==> src/logic/ocp_pkg.sv <==
// constants for charge overcurrent and short-circuit protection
// assumes a single 100 MHz clock and a byte-wide register port
// How it works
// - charge threshold code picks 1,2,4,6,8,12,16,24 mV; default code 100.
// - charge time unit bits 3:2 pick us, ms (default), s, min.
// - charge delay count is 10 bits: low byte plus control bits 1:0.
// - charge fault only when sense stays over threshold longer than count times unit.
// - charge trip sets fault and charger flag; FETs off when host control clear.
// - charger monitor starts about 3 s later, probe pulse every 256 ms.
// - while probing, charger flag follows the sense pin comparison.
// - two probe periods without charger, host control clear: FETs back, fault cleared.
// - short threshold code picks 16,24,32,48,64,96,128,256 mV; default 110.
// - short time unit bits 3:2 pick us (default), ms, s, min.
// - short delay count is 10 bits: low byte plus control bits 1:0.
// - short over threshold for the delay sets short fault and load flag.
// - short circuit turns FETs off whatever the host control bit.
package ocp_pkg;
    localparam logic [7:0] OFS_CHG_DLY_LO = 8'h18;
    localparam logic [7:0] OFS_CHG_CTRL   = 8'h19;
    localparam logic [7:0] OFS_SHT_DLY_LO = 8'h1A;
    localparam logic [7:0] OFS_SHT_CTRL   = 8'h1B;
    localparam logic [7:0] RST_CHG_DLY_LO = 8'hA0;
    localparam logic [7:0] RST_CHG_CTRL   = 8'h44;
    localparam logic [7:0] RST_SHT_DLY_LO = 8'hC8;
    localparam logic [7:0] RST_SHT_CTRL   = 8'h60;
    localparam logic [7:0] CTRL_RW_MASK   = 8'h7F;
    localparam int THR_HI = 6;
    localparam int THR_LO = 4;
    localparam int UNIT_HI = 3;
    localparam int UNIT_LO = 2;
    localparam int DLY_HI = 1;
    localparam int ABSENT_LIMIT = 2;
    localparam int CLK_MHZ = 100;
    localparam int US_PER_MS = 1000;
    localparam int MS_PER_S = 1000;
    localparam int S_PER_MIN = 60;
    localparam int MON_DELAY_S = 3;
    localparam int PROBE_PERIOD_MS = 256;
    localparam longint CYC_PER_US_L = longint'(CLK_MHZ);
    localparam longint CYC_PER_MS_L = CYC_PER_US_L * US_PER_MS;
    localparam longint CYC_PER_S_L  = CYC_PER_MS_L * MS_PER_S;
    localparam longint CYC_PER_MIN_L = CYC_PER_S_L * S_PER_MIN;
    localparam logic [1:0] UNIT_US  = 2'h0;
    localparam logic [1:0] UNIT_MS  = 2'h1;
    localparam logic [1:0] UNIT_SEC = 2'h2;
    localparam logic [1:0] UNIT_MIN = 2'h3;

    typedef enum logic [1:0] {
        ST_IDLE  = 2'h0,
        ST_HOLD  = 2'h1,
        ST_PULSE = 2'h3,
        ST_GAP   = 2'h2
    } ocp_state_t;
endpackage : ocp_pkg

==> src/logic/ocp_top.sv <==
// charge overcurrent / short-circuit detection, fault flags, FET control
// assumes sense_mv from an ADC on mclk; charger pin is asynchronous
`timescale 1ns/1ps
`default_nettype none
module ocp_top
    import ocp_pkg::*;
#(
    parameter logic [32:0] CYC_PER_MS_P    = 33'(CYC_PER_MS_L),
    parameter logic [32:0] CYC_PER_S_P     = 33'(CYC_PER_S_L),
    parameter logic [32:0] CYC_PER_MIN_P   = 33'(CYC_PER_MIN_L),
    parameter logic [31:0] MON_DELAY_CYC   = 32'(CYC_PER_S_L * MON_DELAY_S),
    parameter logic [31:0] PROBE_PERIOD_CYC =
        32'(CYC_PER_MS_L * PROBE_PERIOD_MS)
) (
    input  wire logic       mclk,
    input  wire logic       rst,
    input  wire logic [7:0] reg_addr,
    input  wire logic [7:0] reg_wdata,
    input  wire logic       reg_wr,
    input  wire logic       reg_rd,
    output logic [7:0]      reg_rdata_ff,
    input  wire logic [9:0] sense_mv,
    input  wire logic       charger_sense_pin,
    input  wire logic [3:0] charger_probe_pulse_width,
    input  wire logic       host_fet_control,
    input  wire logic       host_charger_monitor_override,
    input  wire logic       charger_probe_enable,
    input  wire logic       charge_error_clear,
    input  wire logic       charge_switch_enable,
    input  wire logic       discharge_switch_enable,
    input  wire logic       short_fault_clear,
    input  wire logic       other_fault,
    output logic            charge_overcurrent_fault,
    output logic            short_circuit_fault,
    output logic            charger_present,
    output logic            load_present,
    output logic            charge_fet_on,
    output logic            discharge_fet_on,
    output logic            charger_probe_drive
);
    logic [7:0]  chg_dly_lo_ff;
    logic [7:0]  chg_ctrl_ff;
    logic [7:0]  sht_dly_lo_ff;
    logic [7:0]  sht_ctrl_ff;
    logic [9:0]  chg_thr_mv;
    logic [9:0]  sht_thr_mv;
    logic        chg_trip;
    logic        sht_trip;
    logic        sense_lvl;
    logic        coc_ff;
    logic        dsc_ff;
    logic        chp_ff;
    logic        ldp_ff;
    logic        host_fet_control_ff;
    logic        discharge_switch_enable_ff;
    logic        probe_ff;
    logic [1:0]  absent_ff;
    logic [31:0] cnt_ff;
    logic [31:0] pw_cyc;
    logic        pulse_end;
    logic        period_end;
    logic        recover;
    ocp_state_t  state_ff;
    ocp_state_t  nxt_state;

    function automatic logic [9:0] chg_mv(input logic [2:0] code);
        case (code)
            3'h0:    chg_mv = 10'h001;
            3'h1:    chg_mv = 10'h002;
            3'h2:    chg_mv = 10'h004;
            3'h3:    chg_mv = 10'h006;
            3'h4:    chg_mv = 10'h008;
            3'h5:    chg_mv = 10'h00C;
            3'h6:    chg_mv = 10'h010;
            default: chg_mv = 10'h018;
        endcase
    endfunction : chg_mv

    function automatic logic [9:0] sht_mv(input logic [2:0] code);
        case (code)
            3'h0:    sht_mv = 10'h010;
            3'h1:    sht_mv = 10'h018;
            3'h2:    sht_mv = 10'h020;
            3'h3:    sht_mv = 10'h030;
            3'h4:    sht_mv = 10'h040;
            3'h5:    sht_mv = 10'h060;
            3'h6:    sht_mv = 10'h080;
            default: sht_mv = 10'h100;
        endcase
    endfunction : sht_mv

    // register port; the reserved top control bit is never stored
    always_ff @(posedge mclk) begin
        if (rst) begin
            chg_dly_lo_ff <= RST_CHG_DLY_LO;
            chg_ctrl_ff   <= RST_CHG_CTRL;
            sht_dly_lo_ff <= RST_SHT_DLY_LO;
            sht_ctrl_ff   <= RST_SHT_CTRL;
        end else if (reg_wr) begin
            if (reg_addr == OFS_CHG_DLY_LO) begin
                chg_dly_lo_ff <= reg_wdata;
            end else if (reg_addr == OFS_CHG_CTRL) begin
                chg_ctrl_ff <= reg_wdata & CTRL_RW_MASK;
            end else if (reg_addr == OFS_SHT_DLY_LO) begin
                sht_dly_lo_ff <= reg_wdata;
            end else if (reg_addr == OFS_SHT_CTRL) begin
                sht_ctrl_ff <= reg_wdata & CTRL_RW_MASK;
            end
        end
    end

    always_ff @(posedge mclk) begin
        if (rst) begin
            reg_rdata_ff <= 8'h00;
        end else if (reg_rd) begin
            if (reg_addr == OFS_CHG_DLY_LO) begin
                reg_rdata_ff <= chg_dly_lo_ff;
            end else if (reg_addr == OFS_CHG_CTRL) begin
                reg_rdata_ff <= chg_ctrl_ff;
            end else if (reg_addr == OFS_SHT_DLY_LO) begin
                reg_rdata_ff <= sht_dly_lo_ff;
            end else if (reg_addr == OFS_SHT_CTRL) begin
                reg_rdata_ff <= sht_ctrl_ff;
            end else begin
                reg_rdata_ff <= 8'h00;
            end
        end
    end

    assign chg_thr_mv = chg_mv(chg_ctrl_ff[THR_HI:THR_LO]);
    assign sht_thr_mv = sht_mv(sht_ctrl_ff[THR_HI:THR_LO]);

    ocp_trip_timer #(
        .CYC_PER_MS  (CYC_PER_MS_P),
        .CYC_PER_S   (CYC_PER_S_P),
        .CYC_PER_MIN (CYC_PER_MIN_P)
    ) u_chg_timer (
        .mclk    (mclk),
        .rst     (rst),
        .over    (sense_mv > chg_thr_mv),
        .unit    (chg_ctrl_ff[UNIT_HI:UNIT_LO]),
        .delay   ({chg_ctrl_ff[DLY_HI:0], chg_dly_lo_ff}),
        .trip_ff (chg_trip)
    );

    ocp_trip_timer #(
        .CYC_PER_MS  (CYC_PER_MS_P),
        .CYC_PER_S   (CYC_PER_S_P),
        .CYC_PER_MIN (CYC_PER_MIN_P)
    ) u_sht_timer (
        .mclk    (mclk),
        .rst     (rst),
        .over    (sense_mv > sht_thr_mv),
        .unit    (sht_ctrl_ff[UNIT_HI:UNIT_LO]),
        .delay   ({sht_ctrl_ff[DLY_HI:0], sht_dly_lo_ff}),
        .trip_ff (sht_trip)
    );

    ocp_sync3 u_sense_sync (
        .mclk     (mclk),
        .rst      (rst),
        .pin      (charger_sense_pin),
        .level_ff (sense_lvl)
    );

    // a zero width still gives a one millisecond probe
    assign pw_cyc = 32'(((charger_probe_pulse_width == 4'h0) ? 4'h1 :
                         charger_probe_pulse_width) * CYC_PER_MS_P);
    assign pulse_end  = (state_ff == ST_PULSE) && (cnt_ff == pw_cyc - 32'h1);
    assign period_end = (state_ff == ST_GAP) &&
                        (cnt_ff == PROBE_PERIOD_CYC - 32'h1);
    assign recover = period_end && !host_fet_control &&
                     (absent_ff >= 2'(ABSENT_LIMIT));

    always_comb begin
        nxt_state = state_ff;
        case (state_ff)
            ST_IDLE: begin
                if (coc_ff && !host_charger_monitor_override) begin
                    nxt_state = ST_HOLD;
                end
            end
            ST_HOLD: begin
                if (cnt_ff == MON_DELAY_CYC - 32'h1) begin
                    nxt_state = ST_PULSE;
                end
            end
            ST_PULSE: begin
                if (pulse_end) begin
                    nxt_state = ST_GAP;
                end
            end
            default: begin
                if (recover || !coc_ff) begin
                    nxt_state = ST_IDLE;
                end else if (period_end) begin
                    nxt_state = ST_PULSE;
                end
            end
        endcase
        // override hands monitoring to the host at once
        if (host_charger_monitor_override) begin
            nxt_state = ST_IDLE;
        end
    end

    always_ff @(posedge mclk) begin
        if (rst) begin
            state_ff <= ST_IDLE;
        end else begin
            state_ff <= nxt_state;
        end
    end

    // cnt runs through hold, then through each 256 ms period from pulse start
    always_ff @(posedge mclk) begin
        if (rst || state_ff == ST_IDLE) begin
            cnt_ff <= 32'h0;
        end else if (nxt_state != state_ff && state_ff != ST_PULSE) begin
            cnt_ff <= 32'h0;
        end else begin
            cnt_ff <= cnt_ff + 32'h1;
        end
    end

    // consecutive probe periods with no charger seen
    always_ff @(posedge mclk) begin
        if (rst || state_ff == ST_IDLE) begin
            absent_ff <= 2'h0;
        end else if (pulse_end) begin
            if (sense_lvl) begin
                absent_ff <= 2'h0;
            end else if (absent_ff != 2'h3) begin
                absent_ff <= absent_ff + 2'h1;
            end
        end
    end

    always_ff @(posedge mclk) begin
        if (rst) begin
            probe_ff <= 1'b0;
        end else if (host_charger_monitor_override) begin
            probe_ff <= charger_probe_enable;
        end else begin
            probe_ff <= (nxt_state == ST_PULSE);
        end
    end

    // set wins over clear for every fault and presence flag
    always_ff @(posedge mclk) begin
        if (rst) begin
            coc_ff <= 1'b0;
        end else if (chg_trip) begin
            coc_ff <= 1'b1;
        end else if (recover) begin
            coc_ff <= 1'b0;
        end else if (host_charger_monitor_override && charge_error_clear) begin
            coc_ff <= 1'b0;
        end
    end

    always_ff @(posedge mclk) begin
        if (rst) begin
            chp_ff <= 1'b0;
        end else if (chg_trip) begin
            chp_ff <= 1'b1;
        end else if (host_charger_monitor_override && probe_ff) begin
            chp_ff <= sense_lvl;
        end else if (pulse_end) begin
            chp_ff <= sense_lvl;
        end
    end

    always_ff @(posedge mclk) begin
        if (rst) begin
            dsc_ff <= 1'b0;
            ldp_ff <= 1'b0;
        end else if (sht_trip) begin
            dsc_ff <= 1'b1;
            ldp_ff <= 1'b1;
        end else if (short_fault_clear) begin
            dsc_ff <= 1'b0;
            ldp_ff <= 1'b0;
        end
    end

    // auto mode follows the faults; host mode follows the host bits except during a short fault
    always_ff @(posedge mclk) begin
        if (rst) begin
            host_fet_control_ff <= 1'b0;
            discharge_switch_enable_ff <= 1'b0;
        end else if (sht_trip || dsc_ff) begin
            host_fet_control_ff <= 1'b0;
            discharge_switch_enable_ff <= 1'b0;
        end else if (host_fet_control) begin
            host_fet_control_ff <= charge_switch_enable;
            discharge_switch_enable_ff <= discharge_switch_enable;
        end else begin
            host_fet_control_ff <= !(chg_trip || coc_ff || other_fault);
            discharge_switch_enable_ff <= !(chg_trip || coc_ff || other_fault);
        end
    end

    assign charge_overcurrent_fault = coc_ff;
    assign short_circuit_fault      = dsc_ff;
    assign charger_present          = chp_ff;
    assign load_present             = ldp_ff;
    assign charge_fet_on            = host_fet_control_ff;
    assign discharge_fet_on         = discharge_switch_enable_ff;
    assign charger_probe_drive      = probe_ff;

    chg_trip_sets_a: assert property (@(posedge mclk) disable iff (rst)
        chg_trip |=> coc_ff && chp_ff)
        else $error("charge trip did not set fault and charger flags");
    chg_fet_off_a: assert property (@(posedge mclk) disable iff (rst)
        chg_trip && !host_fet_control |=> !host_fet_control_ff && !discharge_switch_enable_ff)
        else $error("FETs stayed on after charge trip");
    short_fet_off_a: assert property (@(posedge mclk) disable iff (rst)
        sht_trip |=> !host_fet_control_ff && !discharge_switch_enable_ff && dsc_ff && ldp_ff)
        else $error("short circuit did not force FETs off");
    sense_drop_a: assert property (@(posedge mclk) disable iff (rst)
        !(sense_mv > chg_thr_mv) |=> !chg_trip)
        else $error("charge timer not restarted on drop");
    hold_to_pulse_a: assert property (@(posedge mclk) disable iff (rst)
        state_ff == ST_HOLD && nxt_state == ST_PULSE
        |-> cnt_ff == MON_DELAY_CYC - 32'h1)
        else $error("probing began before the monitor delay");
    probe_period_a: assert property (@(posedge mclk) disable iff (rst)
        $rose(probe_ff) && $past(state_ff) == ST_GAP &&
        !$past(host_charger_monitor_override)
        |-> $past(cnt_ff) == PROBE_PERIOD_CYC - 32'h1)
        else $error("probe period wrong");
    probe_sample_a: assert property (@(posedge mclk) disable iff (rst)
        pulse_end && !chg_trip |=> chp_ff == $past(sense_lvl))
        else $error("charger flag did not follow sense pin");
    auto_recover_a: assert property (@(posedge mclk) disable iff (rst)
        recover && !chg_trip |=> !coc_ff)
        else $error("fault not cleared on recovery");
    recover_count_a: assert property (@(posedge mclk) disable iff (rst)
        $fell(coc_ff) && !$past(host_charger_monitor_override)
        |-> $past(absent_ff) >= 2'(ABSENT_LIMIT))
        else $error("recovered before two empty periods");
    host_fet_a: assert property (@(posedge mclk) disable iff (rst)
        host_fet_control && !sht_trip && !dsc_ff
        |=> host_fet_control_ff == $past(charge_switch_enable))
        else $error("host FET bit not followed");
    reg_rsv_a: assert property (@(posedge mclk) disable iff (rst)
        !sht_ctrl_ff[7] && !chg_ctrl_ff[7])
        else $error("reserved control bit stored");

    chg_trip_c: cover property (@(posedge mclk) disable iff (rst) chg_trip);
    sht_trip_c: cover property (@(posedge mclk) disable iff (rst) sht_trip);
    recover_c:  cover property (@(posedge mclk) disable iff (rst) recover);
endmodule : ocp_top
`default_nettype wire

==> src/logic/ocp_sync3.sv <==
// three-stage synchroniser for a pin level
// assumes the pin is asynchronous to mclk
`timescale 1ns/1ps
`default_nettype none
module ocp_sync3 (
    input  wire logic mclk,
    input  wire logic rst,
    input  wire logic pin,
    output logic      level_ff
);
    logic s1_ff;
    logic s2_ff;
    logic s3_ff;

    always_ff @(posedge mclk) begin
        if (rst) begin
            s1_ff <= 1'b0;
            s2_ff <= 1'b0;
            s3_ff <= 1'b0;
        end else begin
            s1_ff <= pin;
            s2_ff <= s1_ff;
            s3_ff <= s2_ff;
        end
    end

    // a change counts only once stages two and three agree
    always_ff @(posedge mclk) begin
        if (rst) begin
            level_ff <= 1'b0;
        end else if (s2_ff == s3_ff) begin
            level_ff <= s3_ff;
        end
    end
endmodule : ocp_sync3
`default_nettype wire

==> src/logic/ocp_trip_timer.sv <==
// qualification timer: over-threshold held for count times unit
// assumes over is already in the mclk domain
`timescale 1ns/1ps
`default_nettype none
module ocp_trip_timer
    import ocp_pkg::*;
#(
    parameter logic [32:0] CYC_PER_US  = 33'(CYC_PER_US_L),
    parameter logic [32:0] CYC_PER_MS  = 33'(CYC_PER_MS_L),
    parameter logic [32:0] CYC_PER_S   = 33'(CYC_PER_S_L),
    parameter logic [32:0] CYC_PER_MIN = 33'(CYC_PER_MIN_L)
) (
    input  wire logic       mclk,
    input  wire logic       rst,
    input  wire logic       over,
    input  wire logic [1:0] unit,
    input  wire logic [9:0] delay,
    output logic            trip_ff
);
    logic [32:0] sub_ff;
    logic [9:0]  units_ff;
    logic [32:0] unit_len;

    always_comb begin
        case (unit)
            UNIT_US:  unit_len = CYC_PER_US;
            UNIT_MS:  unit_len = CYC_PER_MS;
            UNIT_SEC: unit_len = CYC_PER_S;
            default:  unit_len = CYC_PER_MIN;
        endcase
    end

    // trip one cycle after delay full units, i.e. strictly longer
    always_ff @(posedge mclk) begin
        if (rst || !over) begin
            sub_ff   <= '0;
            units_ff <= '0;
            trip_ff  <= 1'b0;
        end else if (units_ff == delay) begin
            trip_ff <= 1'b1;
        end else if (sub_ff == unit_len - 33'h1) begin
            sub_ff   <= '0;
            units_ff <= units_ff + 10'h1;
        end else begin
            sub_ff <= sub_ff + 33'h1;
        end
    end
endmodule : ocp_trip_timer
`default_nettype wire

==> config.mk <==
export PLATFORM = sky130hd
export DESIGN_NAME = ocp_top
export DESIGN_NICKNAME = d
export VERILOG_FILES = /design/src/logic/ocp_pkg.sv /design/src/logic/ocp_top.sv /design/src/logic/ocp_sync3.sv /design/src/logic/ocp_trip_timer.sv
export SDC_FILE = /design/constraint.sdc
export NUM_CORES = 1
export LEC_CHECK = 0
export ABC_CLOCK_PERIOD_IN_PS = 12740
export BUFFER_PORTS_ARGS = -buffer_cell sky130_fd_sc_hd__clkbuf_2
export CORE_MARGIN = 1
export CORE_UTILIZATION = 59
export CTS_BUF_LIST = sky130_fd_sc_hd__clkbuf_16
export CTS_CLUSTER_SIZE = 25
export DETAILED_ROUTE_END_ITERATION = 10
export PLACE_DENSITY_LB_ADDON = 0.12
export SYNTH_ARGS = -nofsm -noshare
export SYNTH_HDL_FRONTEND = slang
export SYNTH_SLANG_ARGS = --single-unit
==> constraint.sdc <==
create_clock -name mclk -period 12.74 [get_ports mclk]
set_input_delay 2.548 -clock mclk [delete_from_list [all_inputs] [get_ports mclk]]
set_output_delay 2.548 -clock mclk [all_outputs]
set_load 0.02 [all_outputs]
# Word-level counts from Yosys, hierarchy flattened

Index checks and enable logic that the tools add are counted.

Output and inout port bits: 15
Word-level logic and storage cells: 148
Register bits: 172

Reductions and logical operators: 40
Multiply operators: 1
Bitwise operators: 5
Mux-type cells: 31
Order comparisons: 3
Eq/ne operators: 35
Add/sub/neg operators: 9

Operators with widths:

| kind                    | number |
|---|---|
| $pmux W33 S3            | 2 |
| $add A33 B1 Y33 const B | 2 |
| $eq A33 B33 Y1          | 2 |
| $mux W33                | 2 |
| $sub A33 B1 Y33 const B | 2 |
| $pmux W9 S7             | 1 |
| $pmux W5 S7             | 1 |
| $add A32 B1 Y32 const B | 1 |
| $eq A32 B25 Y1 const B  | 1 |
| $eq A32 B29 Y1 const B  | 1 |
| $eq A32 B32 Y1          | 1 |
| $eq A8 B5 Y1 const B    | 4 |
| $mux W8                 | 3 |
| $sub A21 B1 Y22 const B | 1 |
| $add A10 B1 Y10 const B | 2 |
| $eq A10 B10 Y1          | 2 |
| $gt A10 B10 Y1          | 2 |
| $eq A3 B3 Y1 const B    | 6 |
| $mul A4 B12 Y16 const B | 1 |
| $mux W2                 | 8 |
| $eq A3 B2 Y1 const B    | 4 |
| $mux W1                 | 11 |
| $eq A2 B2 Y1 const B    | 5 |
| $logic_and A1 B1 Y1     | 8 |
| other kinds (23)        | 51 |

# Depth between registers and ports, before layout

Word-level depth: 12
Depth in mapped cells: 17
Depth with buffers taken out: 17

# Hierarchy

Synthesis repeated with hierarchy kept, for this count alone.

Cell total of the unflattened synthesis: 1179
Area total of the unflattened synthesis: 10067.2 um^2

By module, submodules not included:

| module         | instances | area each (um^2) | cells each |
|---|---|---|---|
| ocp_top        | 1         | 5235.0           | 619 |
| ocp_trip_timer | 2         | 2359.8           | 275 |
| ocp_sync3      | 1         | 112.6            | 10 |

# Worst setup path before layout

Ideal clock, no wire load.

Path kind: in2reg
Start point: in charger_probe_pulse_width[2]
End point: reg absent_ff[0]
Required time: 12.617 ns
Buffers on the path: 0
Stages on the path: 17
Setup slack: 6.081 ns
Arrival: 6.536 ns
Setup time: 0.123 ns
Cells stage by stage: inv_1 ha_1 nor2b_1 nor2_1 clkinv_1 ha_1 a31o_2 ha_1 a211o_1 a221o_2 xnor2_4 nand4_2 o31a_1 or4_4 o211a_2 o21ai_1 a31oi_1

Word-level cells in the longest chain between the ends: 7

Ends and longest elaborated chain:

| what                            | line           | text |
|---|---|---|
| start: declaration              | ocp_top.sv:24  | `input wire logic [3:0] charger_probe_pulse_width,` |
| $logic_not A4 Y1                | ocp_top.sv:167 | `assign pw_cyc = 32'(((charger_probe_pulse_width == 4'h0) ? 4'h1 :` |
| $mux W4 (*)                     | ocp_top.sv:167 |  |
| $mul A4 B12 Y16 (*)             | ocp_top.sv:168 | `charger_probe_pulse_width) * CYC_PER_MS_P);` |
| $sub A21 B1 Y22 (*)             | ocp_top.sv:169 | `assign pulse_end = (state_ff == ST_PULSE) && (cnt_ff == pw_cyc - 32'h1);` |
| $eq A32 B32 Y1 (*)              | ocp_top.sv:169 |  |
| $logic_and A1 B1 Y1 (*)         | ocp_top.sv:169 |  |
| $reduce_and A2 Y1 (no line) (*) | -              |  |
| end signal: assignment          | ocp_top.sv:234 | `absent_ff <= absent_ff + 2'h1;` |
| end: declaration                | ocp_top.sv:57  | `logic [1:0] absent_ff;` |

Every way passes the cells marked *; elsewhere a longest branch is shown, timed or not.
A chain may end at the register's enable or synchronous reset.

# Final worst setup path

Start point: in charger_probe_pulse_width[2]
End point: reg state_ff[0]

Word-level cells in the longest chain between the ends: 9

Ends and longest elaborated chain:

| what                    | line           | text |
|---|---|---|
| $logic_not A4 Y1        | ocp_top.sv:167 |  |
| $mux W4 (*)             | ocp_top.sv:167 |  |
| $mul A4 B12 Y16 (*)     | ocp_top.sv:168 |  |
| $sub A21 B1 Y22 (*)     | ocp_top.sv:169 |  |
| $eq A32 B32 Y1 (*)      | ocp_top.sv:169 |  |
| $logic_and A1 B1 Y1 (*) | ocp_top.sv:169 |  |
| $mux W2 (*)             | ocp_top.sv:189 | `if (pulse_end) begin` |
| $pmux W2 S3 (*)         | ocp_top.sv:177 | `case (state_ff)` |
| $mux W2 (*)             | ocp_top.sv:202 | `if (host_charger_monitor_override) begin` |
| end signal: assignment  | ocp_top.sv:211 | `state_ff <= nxt_state;` |
| end: declaration        | ocp_top.sv:63  | `ocp_state_t state_ff;` |

Marked as above.

==> tab_implementation.tex <==
\begin{tabular}{lr}
\hline
Metric & Value \\
\hline
\multicolumn{2}{l}{\textbf{CTS}} \\
TritonCTS clock tree & done \\
Hold buffer count at cts & 0 \\
Clock network latency to the later pin of the worst-skew pair & 0.43 ns \\
Sinks on Clock Net & 172 \\
Gates resized, CTS repair & 0 \\
CTS clock-pin slew for the worst setup and hold paths & 0.07 ns \\
\# H-tree levels & 4 \\
Number of buffers inserted during clock tree synthesis & 17 \\
Root Buffer & clkbuf\_16 \\
Number of buffers added for setup after CTS & 0 \\
Number of buffers on the longest clock path & 2 \\
\multicolumn{2}{l}{\textbf{Power and ir drop}} \\
Internal & 0.867 mW \\
Leakage power summed over all cells & 4.26 nW \\
Net switching power & 0.311 mW \\
Combinational share of power & 10.4\% \\
Proportion of power drawn by the clock network & 43.5\% \\
Worst-case vdd ir drop & 0.0986 mV \\
Power per Cell Area & 106 mW/mm² \\
Net switching share of the total power & 26.4\% \\
Reg power frac & 46.1\% \\
\multicolumn{2}{l}{\textbf{Layout}} \\
Number of non-filler instances in the completed layout & 1,465 \\
Final cell utilization of the core & 66.6\% \\
NumNets Final & 1,326 \\
Antenna fix cells & 0 \\
Fraction of layout cells with a size suffix above 1 & 10.6\% \\
Non-Filler Cell Area, Final & 0.0111 mm² \\
Synth-to-Final Area Change & 9.77\% \\
\multicolumn{2}{l}{\textbf{Floorplan}} \\
Width of the die & 133 µm \\
Row cnt & 47 \\
Number of ports placed on the die boundary & 58 \\
Die Height & 133 µm \\
Starting density of the core & 60.7\% \\
Die Outline Area & 0.0176 mm² \\
Core Box Area & 0.0166 mm² \\
\multicolumn{2}{l}{\textbf{Run status}} \\
Run status & finished, final reports clean \\
\multicolumn{2}{l}{\textbf{Logic synthesis}} \\
Post-synthesis average cell area & 8.42 µm² \\
Synth top area share & 34.1\% \\
Yosys warning total & 0 \\
Async set or reset register ratio after synthesis & 0\% \\
Top area cells in the synthesized netlist & dfxtp\_1, nor2\_1, xnor2\_1 \\
Number of enable flip-flop cells after synthesis & 0 \\
Combined area of all synthesized cells & 0.0101 mm² \\
Distinct cells, synth & 82 \\
Syn\_nets & 1,293 \\
Yosys reg bits & 172 \\
Most used flip-flop cell after synthesis & dfxtp\_1 \\
Most area-hungry cell type in the Yosys netlist & dfxtp\_1 \\
Sequential share of the synthesized area & 34.1\% \\
Cell count after synthesis & 1,199 \\
\multicolumn{2}{l}{\textbf{Worst setup path}} \\
Endpoint class of the critical path & flip-flop \\
Startpoint of the worst setup timing path & charger\_probe\_pulse\_width[2] \\
CP Data Arrival Time & 7.27 ns \\
Critical-path maximum fanout & 10 \\
CP required & 13.03 ns \\
Startpoint kind of the worst setup timing path & input port \\
Register-to-register path setup slack & 9.06 ns \\
Type of the setup path with the least slack & in2reg \\
Reg-to-reg endpoint & u\_sht\_timer.sub\_ff[15]\$\_SDFFE\_PP0P\_ \\
Startpoint of the worst register-to-register path & sht\_ctrl\_ff[2]\$\_SDFFE\_PP0P\_ \\
Length in cells of the worst reg-to-reg path & 9 \\
\multicolumn{2}{l}{\textbf{Route}} \\
Post-route DRC violation count & 0 \\
Number of iterations in the first detailed-routing pass & 5 \\
Iteration-0 DRC count of the detailed router & 531 \\
Via count of the routed design & 8,302 \\
Drt total wl & 21,700 µm \\
Number of nets still failing antenna checks after routing & 0 \\
Ratio of routed vias to standard cells & 5.67 \\
Detailed-route wire length per cell & 14.8 µm \\
\multicolumn{2}{l}{\textbf{Worst hold path}} \\
End of the worst hold path & u\_sense\_sync.s2\_ff\$\_SDFF\_PP0\_ \\
Worst min-delay path startpoint & u\_sense\_sync.s1\_ff\$\_SDFF\_PP0\_ \\
Classification of the worst-slack hold path & reg2reg \\
Instance count along the most critical hold path & 1 \\
\multicolumn{2}{l}{\textbf{Timing}} \\
Post-route minimum period & 6.98 ns \\
Fin Clk Skew & 0.0124 ns \\
Max-slew headroom at the worst pin & 39.5\% \\
Worst Setup Slack, final & 5.76 ns \\
Unrepaired setup endpoints after global routing & no \\
Tcrit/Tclk final & 54.8\% \\
Final sum of negative setup slack & 0 ns \\
Slew of the pin with the lowest slew margin & 0.904 ns \\
Final setup violating endpoints & 0 \\
Peak Freq & 143 MHz \\
Final slew viol count & 0 \\
Number of hold violations in the final report & 0 \\
\multicolumn{2}{l}{\textbf{Place}} \\
Setup slack at placement & 5.40 ns \\
\# placed instances & 1,433 \\
Area post-placement & 0.0105 mm² \\
Detailed placement HPWL & 15,900 µm \\
Routability congestion estimate & 0.860 \\
Port Buffer Count & 57 \\
\multicolumn{2}{l}{\textbf{Global route}} \\
GRT Util Overall & 25.5\% \\
Number of antenna violations at the first check in global routing & 1 \\
Pin count of the biggest net entering global routing & 53 \\
Grt total ovfl & 0 \\
Via count of the first global-routing pass & 7,612 \\
Wire length of the first global-routing pass & 36,800 µm \\
\multicolumn{2}{l}{\textbf{Job}} \\
Number of max-capacitance violations reported & 0 \\
\hline
\end{tabular}
[worst max-delay path, cell delays in order]
cell	delay (ns)
clkbuf_2	0.17
inv_1	0.08
ha_1	0.26
nor2b_1	0.16
nor2_1	0.32
clkinv_1	0.36
ha_1	0.30
a31o_2	0.22
ha_1	0.33
a211o_1	0.34
a221o_2	0.41
xnor2_4	0.29
nand4_2	0.18
o31a_1	0.31
or4_4	0.54
o211a_2	0.18
nor2_1	0.17
a2111oi_2	0.07
[cell families after synthesis]
logic type | Yosys count | synth area share [%]
simple gates | 544 | 26.7
mux | 46 | 4.60
xor+xnor | 166 | 14.9
fa+ha+maj | 51 | 6.32
compound gates | 129 | 9.80
flops | 172 | 34.1
buf+inv | 91 | 3.56
[layer usage]
metal | global-route usage (%) | up-vias | routed length [µm]
li1 | - | 4225 | -
met1 | 35.1 | 3891 | 10500
met2 | 40.5 | 161 | 9930
met3 | 4.79 | 23 | 913
met4 | 7.47 | 2 | 298
met5 | 0 | - | 11
[cells in the final DEF (no fill, tap or decap), types with 7 or more instances in the layout]
cell type	synthesis	final
ha_1	51	51
nand2b_1	12	12
inv_1	43	43
xor2_1	78	78
nor2b_1	12	12
nor2_1	222	222
and4_1	10	10
a211o_1	12	12
o21ai_0	13	13
nand3_1	49	49
nor3_1	18	18
dfxtp_1	172	172
nor4_1	17	16
nor3b_1	7	7
xnor2_1	84	84
and3_1	26	26
nand4_1	37	37
mux2i_1	43	43
clkbuf_16	0	17
clkbuf_2	1	57
and2_1	7	7
nand2_1	77	77
a21oi_1	30	30
o221a_2	7	7
or3_1	15	15
[through the flow]
| step | hold slack (ns) | power, mW |
|---|---|---|
| 2_1_floorplan | 0.414 | 0.647 |
| 3_3_place_gp | 0.421 | 0.674 |
| 3_5_place_dp | 0.445 | 0.676 |
| 4_1_cts | 0.453 | 1.19 |
| 5_1_grt | 0.468 | 1.23 |
| 6_report | 0.449 | 1.18 |
[sequential cells by signal, indices dropped and copies added (netlist names), 8 cells and up]
signal                flops
chg_dly_lo_ff             8
cnt_ff                   32
reg_rdata_ff              8
sht_dly_lo_ff             8
u_chg_timer.sub_ff       33
u_chg_timer.units_ff     10
u_sht_timer.sub_ff       33
u_sht_timer.units_ff     10
[cell type report]
class / count / area, µm²
Inverter: 44 / 165
Fill cell: 1400 / 5560
Tap cell: 220 / 275
Clock inverter: 15 / 159
Sequential cell: 172 / 3440
Clock buffer: 17 / 425
Timing Repair Buffer: 61 / 315
Multi-Input combinational cell: 936 / 6300
[worst max-delay path by stage]
stage,to,cells past startpoint
4_1_cts,state_ff[0]$_SDFF_PP0_,18
3_5_place_dp,state_ff[0]$_SDFF_PP0_,18
2_1_floorplan,absent_ff[0]$_SDFFE_PP0P_,17
6_report,state_ff[0]$_SDFF_PP0_,18
5_1_grt,state_ff[0]$_SDFF_PP0_,18
3_3_place_gp,state_ff[0]$_SDFF_PP0_,18
[cells in the mapped netlist (13+ instances only)]
library cell,n
a21oi_1,30
clkbuf_1,36
xnor2_1,84
mux2i_1,43
or3_1,15
dfxtp_1,172
nand2_1,77
xor2_1,78
and3_1,26
nor2_1,222
nor3_1,18
nor4_1,17
nand3_1,49
nand4_1,37
o21ai_0,13
inv_1,43
ha_1,51
[power groups by stage]
stage | logic [mW] | registers (mW) | clock network, mW
finish | 0.122 | 0.543 | 0.513
global route | 0.136 | 0.543 | 0.550
floorplan | 0.0914 | 0.555 | 0
CTS | 0.122 | 0.543 | 0.522
detailed placement | 0.121 | 0.555 | 0
global placement | 0.119 | 0.555 | 0
No activity file was read; power rests on OpenSTA's default activity.
